==> src/verilog/token_host_pkg.sv <==
package token_host_pkg;
  localparam int unsigned token_count = 8;
  localparam int unsigned index_width = 3;
  localparam int unsigned addr_width = 14;
  localparam int unsigned data_width = 16;
  localparam logic flag_take = 1'b0;
  localparam logic flag_free = 1'b1;
  localparam int unsigned clock_mhz = 25;
  // access phase times in ns and their cycle counts (least times round up)
  localparam int unsigned strobe_ns = 80;
  localparam int unsigned strobe_cycles = (strobe_ns * clock_mhz + 999) / 1000;
  localparam int unsigned gap_ns = 40;
  localparam int unsigned gap_cycles = (gap_ns * clock_mhz + 999) / 1000;
  localparam int unsigned count_width = 4;
  typedef enum logic [1:0] {op_take, op_give, op_init} op_e;
  typedef struct packed {
    op_e op;
    logic [index_width-1:0] index;
  } request_s;
  typedef struct packed {
    logic array_select_n;
    logic token_space_select_n;
    logic output_enable_n;
    logic write_n;
    logic [addr_width-1:0] addr;
  } pins_s;
endpackage : token_host_pkg

==> src/verilog/token_host.sv <==
`timescale 1ns/1ns
module token_host #(
  parameter int unsigned poll_limit = 16
) (
  input wire logic clock_i,
  input wire logic rst_n_i,
  input wire logic req_valid_i,
  input wire token_host_pkg::request_s req_i,
  output logic req_ready_o,
  output logic done_o,
  output logic granted_o,
  output token_host_pkg::pins_s pins_o,
  output logic [token_host_pkg::data_width-1:0] data_out_o,
  output logic data_oe_o,
  input wire logic [token_host_pkg::data_width-1:0] data_in_i
);
  typedef enum logic [2:0] {s_idle, s_write, s_gap, s_read, s_check, s_done} state_e;
  state_e state;
  state_e next_state;
  token_host_pkg::request_s cur;
  token_host_pkg::request_s next_cur;
  logic [token_host_pkg::count_width-1:0] count;
  logic [token_host_pkg::count_width-1:0] next_count;
  logic [7:0] polls;
  logic [7:0] next_polls;
  logic wbit;
  logic next_wbit;
  logic next_granted;
  logic next_done;
  token_host_pkg::pins_s next_pins;
  logic [token_host_pkg::data_width-1:0] next_data;
  logic next_oe;

  function automatic token_host_pkg::pins_s idle_pins();
    token_host_pkg::pins_s p;
    p.array_select_n = 1'b1;
    p.token_space_select_n = 1'b1;
    p.output_enable_n = 1'b1;
    p.write_n = 1'b1;
    p.addr = '0;
    return p;
  endfunction : idle_pins

  function automatic token_host_pkg::pins_s drive_pins(
      input logic [token_host_pkg::index_width-1:0] idx, input logic rd);
    token_host_pkg::pins_s p;
    p = idle_pins();
    p.token_space_select_n = 1'b0;
    p.output_enable_n = ~rd;
    p.write_n = rd;
    p.addr = {{(token_host_pkg::addr_width-token_host_pkg::index_width){1'b0}}, idx};
    return p;
  endfunction : drive_pins

  localparam logic [token_host_pkg::count_width-1:0] strobe_last =
    token_host_pkg::count_width'(token_host_pkg::strobe_cycles - 1);
  localparam logic [token_host_pkg::count_width-1:0] gap_last =
    token_host_pkg::count_width'(token_host_pkg::gap_cycles - 1);

  always_comb begin
    next_state = state;
    next_cur = cur;
    next_count = count;
    next_polls = polls;
    next_wbit = wbit;
    next_granted = granted_o;
    next_done = 1'b0;
    next_pins = idle_pins();
    // data held after a strobe ends, so the far side never sees it move under select
    next_data = data_out_o;
    next_oe = 1'b0;
    case (state)
      s_idle: begin
        if (req_valid_i) begin
          next_cur = req_i;
          next_count = '0;
          next_polls = '0;
          if (req_i.op == token_host_pkg::op_init) begin
            next_cur.index = '0;
          end
          // zero takes, one releases; init writes one
          next_wbit = (req_i.op == token_host_pkg::op_take) ? token_host_pkg::flag_take
                                                            : token_host_pkg::flag_free;
          next_state = s_write;
        end
      end
      s_write: begin
        // write cycle with select low; data bit 0 carries flag
        next_pins = drive_pins(cur.index, 1'b0);
        next_data = {{(token_host_pkg::data_width-1){1'b0}}, wbit};
        next_oe = 1'b1;
        next_count = count + 1'b1;
        if (count == strobe_last) begin
          next_count = '0;
          next_state = s_gap;
        end
      end
      s_gap: begin
        next_count = count + 1'b1;
        if (count == gap_last) begin
          next_count = '0;
          if (cur.op == token_host_pkg::op_take) begin
            next_state = s_read;
          end else if (cur.op == token_host_pkg::op_init &&
                       cur.index != token_host_pkg::index_width'(token_host_pkg::token_count-1)) begin
            next_cur.index = cur.index + 1'b1;
            next_state = s_write;
          end else begin
            next_state = s_done;
          end
        end
      end
      s_read: begin
        next_pins = drive_pins(cur.index, 1'b1);
        next_count = count + 1'b1;
        if (count == strobe_last) begin
          next_count = '0;
          next_state = s_check;
        end
      end
      s_check: begin
        // zero on bit 0 means token held
        if (data_in_i[0] == token_host_pkg::flag_take) begin
          next_granted = 1'b1;
          next_state = s_done;
        end else if (polls == 8'(poll_limit - 1)) begin
          // withdraw failed request by writing one
          next_cur.op = token_host_pkg::op_give;
          next_wbit = token_host_pkg::flag_free;
          next_granted = 1'b0;
          next_state = s_write;
        end else begin
          next_polls = polls + 1'b1;
          next_state = s_gap;
        end
      end
      s_done: begin
        if (cur.op == token_host_pkg::op_give || cur.op == token_host_pkg::op_init) begin
          next_granted = 1'b0;
        end
        next_done = 1'b1;
        next_state = s_idle;
      end
      default: next_state = s_idle;
    endcase
  end

  always_ff @(posedge clock_i) begin
    if (!rst_n_i) begin
      state <= s_idle;
      cur <= '0;
      count <= '0;
      polls <= '0;
      wbit <= 1'b1;
      granted_o <= 1'b0;
      done_o <= 1'b0;
      pins_o <= idle_pins();
      data_out_o <= '0;
      data_oe_o <= 1'b0;
      req_ready_o <= 1'b0;
    end else begin
      state <= next_state;
      cur <= next_cur;
      count <= next_count;
      polls <= next_polls;
      wbit <= next_wbit;
      granted_o <= next_granted;
      done_o <= next_done;
      pins_o <= next_pins;
      data_out_o <= next_data;
      data_oe_o <= next_oe;
      req_ready_o <= (next_state == s_idle);
    end
  end

  chk_array_kept_off: assert property (@(posedge clock_i) disable iff (!rst_n_i)
    pins_o.array_select_n) else $error("array select driven low");
  chk_high_addr_zero: assert property (@(posedge clock_i) disable iff (!rst_n_i)
    pins_o.addr[token_host_pkg::addr_width-1:token_host_pkg::index_width] == '0)
    else $error("high address bits set");
  chk_read_release: assert property (@(posedge clock_i) disable iff (!rst_n_i)
    (!pins_o.output_enable_n && $past(state) == s_read && state == s_check)
    |=> pins_o.token_space_select_n) else $error("no release between reads");
  chk_write_first: assert property (@(posedge clock_i) disable iff (!rst_n_i)
    (state == s_read) |-> (cur.op == token_host_pkg::op_take))
    else $error("read without take");
  // write drives data only while write low
  chk_write_data: assert property (@(posedge clock_i) disable iff (!rst_n_i)
    data_oe_o |-> (!pins_o.write_n && !pins_o.token_space_select_n
    && data_out_o[token_host_pkg::data_width-1:1] == '0)) else $error("bad write drive");
  // output enable and write never both low
  chk_no_fight: assert property (@(posedge clock_i) disable iff (!rst_n_i)
    !(!pins_o.output_enable_n && !pins_o.write_n)) else $error("read and write together");
  chk_withdraw_one: assert property (@(posedge clock_i) disable iff (!rst_n_i)
    (state == s_check && data_in_i[0] && polls == 8'(poll_limit - 1))
    |=> (state == s_write && wbit == token_host_pkg::flag_free)) else $error("no withdraw");
  chk_init_one: assert property (@(posedge clock_i) disable iff (!rst_n_i)
    (state == s_write && cur.op == token_host_pkg::op_init) |-> wbit)
    else $error("init wrote zero");
  cov_take_ok: cover property (@(posedge clock_i) state == s_check && !data_in_i[0]);
  cov_take_fail: cover property (@(posedge clock_i) state == s_check && data_in_i[0]);
  cov_init_done: cover property (@(posedge clock_i) done_o && cur.op == token_host_pkg::op_init);
endmodule : token_host

==> config.mk <==
export PLATFORM = sky130hd
export DESIGN_NAME = token_host
export DESIGN_NICKNAME = d
export VERILOG_FILES = /design/src/verilog/token_host_pkg.sv /design/src/verilog/token_host.sv
export SDC_FILE = /design/constraint.sdc
export NUM_CORES = 1
export LEC_CHECK = 0
export ABC_AREA = 1
export BUFFER_PORTS_ARGS = -buffer_cell sky130_fd_sc_hd__buf_2
export CAP_MARGIN = 20
export CORE_ASPECT_RATIO = 1.5
export CORE_MARGIN = 3
export CORE_UTILIZATION = 50
export DETAILED_ROUTE_END_ITERATION = 12
export GPL_TIMING_DRIVEN = 0
export HOLD_SLACK_MARGIN = 0.08
export PLACE_DENSITY = 0.79
export SYNTH_ARGS = -nofsm -noshare
export SYNTH_HDL_FRONTEND = slang
export SYNTH_SLANG_ARGS = --single-unit
==> constraint.sdc <==
create_clock -name clock_i -period 1.85 [get_ports clock_i]
set_input_delay 0.0925 -clock clock_i [delete_from_list [all_inputs] [get_ports clock_i]]
set_output_delay 0.0925 -clock clock_i [all_outputs]
set_load 0.005 [all_outputs]
* Yosys cells after proc, flatten, opt, wreduce, memory -nomap -nowiden *
Index checks and enable logic that the tools add are counted.
Widths: inputs -> output; s select.

word-level totals
  logic and storage cells = 94
  register bits after elaboration = 44
  output and inout bits = 38

cells by class
  reductions and logical operators = 17
  mux-type cells = 38
  add/sub/neg operators = 3
  equality and inequality tests = 20

operators with widths
  cell                 number
  $pmux 17 s2          1
  $mux 3               11
  $mux 8               3
  $ne 2x2->1 const B   8
  $pmux 8 s2           1
  $pmux 3 s5           1
  $mux 4               3
  $pmux 4 s3           1
  $mux 1               9
  $add 8x1->8 const B  1
  $eq 8x4->1 const B   1
  $reduce_and 4->1     2
  $eq 3x2->1 const B   2
  $eq 3x3->1 const B   2
  $logic_not 3->1      2
  $mux 2               3
  $ne 3x3->1 const B   2
  $pmux 3 s2           1
  $reduce_bool 2->1    3
  $mux 5               1
  $reduce_and 5->1     1
  $add 4x1->4 const B  1
  $eq 2x2->1 const B   2
  $eq 4x1->1 const B   1
  other kinds (13)     15

* Longest topological paths before layout *
Gate-level depths: netlist of the first run.

  depth in word-level cells = 7
  mapped depth = 10
  gate-level depth less buffers = 10

* Worst setup path before layout of the first run *
OpenSTA, ideal clock, no wires.

  path kind = reg-to-reg
  start point = register polls[0]
  end point = register state[1]
  cell stages (with the launch flop) = 8
  required time = 1.735 ns
  data arrival time = 1.198 ns
  slack = 0.538 ns
  setup time = 0.115 ns
  clock period less this slack = 1.312 ns
  cells stage by stage = dfxtp_1 -> ha_1 -> nand2_1 -> nor2_1 -> nand3_1 -> nand3_1 -> nand4_1 -> and2_1

between the ends
  word-level cells in the longest chain between the ends = 4

ends and longest elaborated chain
  what                      line               RTL
  start: declaration        token_host.sv:24   logic [7:0] polls;
  start signal: assignment  token_host.sv:165  polls <= next_polls;
  $eq 8x4->1                token_host.sv:126  end else if (polls == 8'(poll_limit - 1)) begin
  $mux 2                    token_host.sv:126
  $mux 3                    token_host.sv:123  if (data_in_i[0] == token_host_pkg::flag_take) begin
  $pmux 3 s5                token_host.sv:72   case (state)
  end signal: assignment    token_host.sv:150  state <= s_idle;
  end signal: assignment    token_host.sv:162  state <= next_state;
  end: declaration          token_host.sv:18   state_e state;

Every way passes these cells.
A chain may end at the register's enable or synchronous reset.

* Worst setup path after layout of the first run *
  start point = register polls[0]
  end point = register cur[4] (netlist bit)

between the ends
  word-level cells in the longest chain between the ends = 3

ends and longest elaborated chain
  what                               line               RTL
  $eq 8x4->1                         token_host.sv:126
  $ne 2x2->1 (no source line)        --
  $reduce_and 4->1 (no source line)  --
  end signal: assignment             token_host.sv:163  cur <= next_cur;
  end: declaration                   token_host.sv:20   token_host_pkg::request_s cur;

Every way passes these cells.

==> results_dict.tcl, run 1 <==
set metrics [dict create \
    routedWlPerCell_um 10.2 \
    path_clk_slew_ns 0.06 \
    drtIter0Drc 35 \
    drc 0 \
    slowest_stage "dfxtp_1" \
    path_depth 8 \
    antenna_cells 0 \
    synthMuxAreaShare_pct 0 \
    drive_above_1_share_pct 20.6 \
    cp_top_family "simple AND/OR/NAND/NOR gates" \
    skew_ns 0.00753 \
    synth_area_per_cell_sq_um 6.89 \
    core_region_area_sq_um 3680 \
    cts-resized-gates 0 \
    fillCellCount 363 \
    rsz0062_at_grt "no" \
    synth_top_area_cell "dfxtp_1" \
    synth-xor-area-share_pct 0.911 \
    critPathKind "register to register" \
    die_h_um 81.9 \
    cts_hold_buf 0 \
    viasPerCell 4.63 \
    swShare_pct 28.3 \
    fmax_mhz 637 \
    clock_sinks 32 \
    vias 1728 \
    cp_common_cell "nand2_1" \
    drtPass1Iterations 4 \
    critical_path_arrival_ns 1.74 \
    ant_nets 0 \
    clk_latency_ns 0.29 \
    cts_setup_buffers 0 \
    overflow 0 \
    dp.final_hpwl_um 2910 \
    htree_levels 2 \
    cts_made_buffers 5 \
    ys_warn_count 0 \
    post-route-period-util_pct 84.8 \
    endpoint_kind "register" \
    grt_usage_pct 17.0 \
    synth_compound_area_share_pct 6.58 \
    crit_required_ns 2.02 \
    pre_cts_ws_ns 0.306 \
    drv_cap 0 \
    finalSetupTns_ns 0 \
    r2r_cells 8 \
    grt_first_pass_wirelength_um 6210 \
    syn-cell-area_sq_um 1920 \
    hold_class "input pin to register" \
    setup_violations 0 \
    path_cells "ha_1 > nand2_1 > nor2_1 > nand3_1 > nand2_1 > nand2_1 > o21ai_0 > nor2_1" \
    power.total_uw 1770 \
    start_util_pct 52.2 \
    slew_violations 0 \
    tritoncts "built" \
    layout_common_cells "nand2_1 (58), nor2_1 (46), dfxtp_1 (32)" \
    yosysUniqueCellTypes 26 \
    start_kind "register" \
    dieWidth_um 56.6 \
    min_path_cells 3 \
    irDropWorstVdd_v 0.000533 \
    io-pin-count 62 \
    crit_fanout 5 \
    antenna_found_initial 0 \
    syn_to_final_growth_pct 18.0 \
    die_area_sq_um 4640 \
    p_comb_share_pct 19.3 \
    place.gp.congestion 0.856 \
    synthTopCellsByArea "dfxtp_1 (33%), nand2_1 (11%), buf_4 (11%)" \
    status "complete, no violations" \
    regArea_sq_um 641 \
    grt_pass1_vias 1507 \
    rows 27 \
    min_period_ns 1.57 \
    synth_top_family_by_area "simple AND/OR/NAND/NOR gates" \
    grt_start_max_net_pins 11 \
    powerDensity_nw_per_um2 782 \
    setup_slack_ns 0.281 \
    switchingPower_uw 502 \
    final_common_cell "nand2_1" \
    wirelength_um 3810 \
    p_int_uw 1270 \
    layout.nets 362 \
    synth-simple-area-share_pct 34.7 \
    multi_input_area_sq_um 1020 \
    io_buffers 18 \
    path_buf_inv 0 \
    hold_viol 0 \
    critical_path.max_stage_delay_ns 0.41 \
    synthAdderAreaFrac_pct 5.86 \
    ys_seq_area_share_pct 33.3 \
    power.leakage_uw 0.00117 \
    cts.path.max_buffers 2 \
    clkPwrFrac_pct 37.2 \
    syn_inst 279 \
    ys_ff_latch 32 \
    p_seq_share_pct 43.5 \
    cts_root_buf "clkbuf_8" \
    synth_top_area_share_pct 33.3 \
]
-- layout make-up --
type,instances,area share [%]
multi-input combinational,206,45.2
sequential,32,28.3
buffer,29,9.33
inverter,37,6.13
timing repair buffer,18,3.97
clock buffer,6,3.20
tap,43,2.37
clock inverter,2,1.55
-- sequential cells by signal, indices dropped and copies added, names as in the netlist --
signal	cells
cur	5
state	3
req_ready_o	1
done_o	1
data_out_o	1
data_oe_o	1
polls	8
wbit	1
pins_o	6
granted_o	1
count	4
-- layer usage --
layer	wire length (um)	GRT usage, %	up-vias
met5	0	0	-
met4	76	7.36	0
met1	1590	17.6	766
met3	174	4.25	9
li1	-	-	917
met2	1970	32.1	36
-- cells by family (layout without fill, tap and decap cells) --
family	after synthesis	after routing
compound gates	23	23
xor+xnor	2	2
flops	32	32
buf+inv	66	92
other cells	2	27
simple gates	145	145
fa+ha+maj	9	9
-- stage by stage --
step	std cells	util (%)	instance area [sq um]	hold slack, ns
floorplan	304	-	2020	0.238
global placement	365	58.6	2160	0.373
detailed placement	365	58.6	2160	0.376
CTS	373	61.6	2270	0.0905
global route	373	61.6	2270	0.119
finish	373	61.6	2270	0.0995
-- worst paths after layout --
| check | to | from | slack (ns) |
|---|---|---|---|
| setup / recovery | cur[4] | polls[0] | 0.28 |
| hold reg to reg | pins_o[1] | cur[1] | 0.45 |
| setup reg to reg | cur[4] | polls[0] | 0.28 |
| hold / removal | wbit | req_i[4] | 0.1 |
-- cells in the mapped netlist (all sizes together) --
library cell	n
ha	9
clkinv	1
or2	1
inv	36
nand3	25
nand2	62
a31oi	1
o21ai	12
nand4	3
o211ai	1
clkbuf	1
conb	2
buf	28
a21oi	9
dfxtp	32
nor3b	1
nor3	4
xor2	2
and2	1
nor2	48
-- power by group through the flow --
stage / combinational, uW / sequential, uW / clock, uW
6_report: 343 / 771 / 660
4_1_cts: 341 / 770 / 663
5_1_grt: 394 / 777 / 688
3_3_place_gp: 330 / 784 / 0
3_5_place_dp: 334 / 785 / 0
2_1_floorplan: 263 / 780 / 0
-- worst register-to-register path, cell delays in order, from the launching register on --
cell and delay [ns]:
dfxtp_1 0.41, ha_1 0.22, nand2_1 0.13, nor2_1 0.16, nand3_1 0.12, nand2_1 0.07, nand2_1 0.11, o21ai_0 0.20
nor2_1 0.05
(Power assumes the default switching activity.)
==> run 2: changes to the inputs <==
- clock period: 1.85 -> 1.5 ns (I/O delays scaled with it)
==> run 2 against run 1 <==
  * Clock power up 23%
  * Via count up 0.93%
  * Count of clock-buffer cells in the layout unchanged
  * Wire length up 1.4%
  * Critical path type unchanged
  * Critical endpoint is now wbit
==> results_dict.tcl, run 2 (synthesized netlist as in run 1, its figures left out) <==
set metrics [dict create \
    status "complete, no violations" \
    slew_violations 0 \
    finalNonFillerCells 375 \
    crit_required_ns 1.72 \
    io_buffers 18 \
    viasPerCell 4.65 \
    syn_to_final_growth_pct 20.6 \
    max_flop_register "polls" \
    hold_class "input pin to register" \
    power.total_uw 2200 \
    grt_usage_pct 17.2 \
    wirelength_um 3870 \
    top_regs "polls: 8 flops, pins_o: 6 flops, cur: 5 flops" \
    critical_path.max_stage_delay_ns 0.37 \
    path_buf_inv 1 \
    drc 0 \
    fmax_mhz 707 \
    vias 1744 \
    drive_above_1_share_pct 25.6 \
    routedWlPerCell_um 10.3 \
    start_kind "register" \
    drtIter0Drc 39 \
    fillCellCount 367 \
    dp_cells 365 \
    core_region_area_sq_um 3680 \
    cts_root_buf "clkbuf_8" \
    cts.path.max_buffers 2 \
    rsz0062_at_grt "yes" \
    power.leakage_uw 0.00118 \
    hold_viol 0 \
    crit_fanout 5 \
    grt_first_pass_wirelength_um 6280 \
    skew_ns 0.00779 \
    place.gp.congestion 0.856 \
    post-route-period-util_pct 94.3 \
    antenna_cells 0 \
    final_common_cell "nand2_1" \
    drtPass1Iterations 4 \
    layout_common_cells "nand2_1 (57), nor2_1 (44), inv_1 (28), buf_4 (28), conb_1 (27)" \
    endpoint_kind "register" \
    layout.nets 364 \
    overflow 0 \
    ant_nets 0 \
    dieWidth_um 56.6 \
    cts_made_buffers 5 \
    cp_top_family "simple AND/OR/NAND/NOR gates" \
    largest_reg_flops 8 \
    start_util_pct 52.2 \
    critical_path_arrival_ns 1.64 \
    grt_pass1_vias 1526 \
    path_clk_slew_ns 0.07 \
    clock_sinks 32 \
    antenna_found_initial 0 \
    clk_latency_ns 0.28 \
    slowest_stage "dfxtp_4" \
    critPathKind "register to register" \
    die_h_um 81.9 \
    grt_start_max_net_pins 11 \
    path_cells "ha_2 > nand2_2 > nor2_2 > nand3_1 > nand2_1 > nand2_1 > inv_2 > o21ai_0 > nand3_1" \
    die_area_sq_um 4640 \
    rows 27 \
    htree_levels 2 \
    irDropWorstVdd_v 0.000663 \
    setup_violations 0 \
    tritoncts "built" \
    min_period_ns 1.41 \
    drv_cap 0 \
    fin_util_pct 62.9 \
    io-pin-count 62 \
    powerDensity_nw_per_um2 950 \
    dp.final_hpwl_um 2910 \
]
==> run 2: cell count changes in the layout (fill, tap and decap cells not counted), sizes merged <==
cell / delta
dlygate4sd3: +1
buf: +1
==> run 2: worst paths after layout <==
kind                 start         to  slack (ns)  cells after the start
setup reg to reg  polls[0]       wbit        0.09                      9
hold reg to reg     cur[1]  pins_o[1]        0.45                      2
hold / removal    req_i[0]     cur[0]        0.14                      5
setup / recovery  polls[0]       wbit        0.09                      9
==> run 2: what timing repair did <==
action	CTS	global route
setup buffers	0	1
hold endpoints to repair	1	0
pin swaps	0	3
hold buffers	1	0
resized for setup	2	19
gates cloned	0	0
endpoints found under the setup margin	5	17
==> run 2: metal layers <==
metal | share of wire, % | global-route usage (%)
met5 | 0 | 0
met4 | 2.0 | 7.36
met3 | 4.5 | 4.25
met2 | 52 | 32.6
met1 | 41 | 17.7
==> run 2: worst register-to-register path: cells and delay by family (launching register included) <==
kind | cells | cell delay (ns)
and+or+nand+nor | 6 | 0.61
DFF | 1 | 0.37
adders and majority gates | 1 | 0.20
buffers and inverters | 1 | 0.10
AOI/OAI and AO/OA | 1 | 0.09
==> run 2: power by group <==
part           switching [uW]  internal (uW)  total, uW
Sequential               44.9            909        954
Combinational             258            177        435
Clock                     320            493        813
Total                     623           1580       2200
==> run 2: area by class of cell <==
class                      instances  area (sq um)  share of cell area, %
inverter                          37           139                   5.99
tap                               43          53.8                   2.32
buffer                            29           211                   9.13
sequential                        32           651                   28.1
timing repair buffer              20           108                   4.64
clock buffer                       6          72.6                   3.13
multi-input combinational        206          1050                   45.2
clock inverter                     2          35.0                   1.51
==> run 2: stage by stage <==
| step | worst slack (ns) | hold WS [ns] | setup TNS (ns) | area [sq um] |
|---|---|---|---|---|
| 3_3_place_gp | -0.0220 | 0.355 | -0.0220 | 2160 |
| 4_1_cts | 0.0109 | 0.141 | 0 | 2280 |
| 5_1_grt | -0.0173 | 0.195 | -0.0241 | 2320 |
| 3_5_place_dp | -0.0445 | 0.358 | -0.113 | 2160 |
| 6_report | 0.0856 | 0.139 | 0 | 2320 |
| 2_1_floorplan | 0.188 | 0.221 | 0 | 2020 |
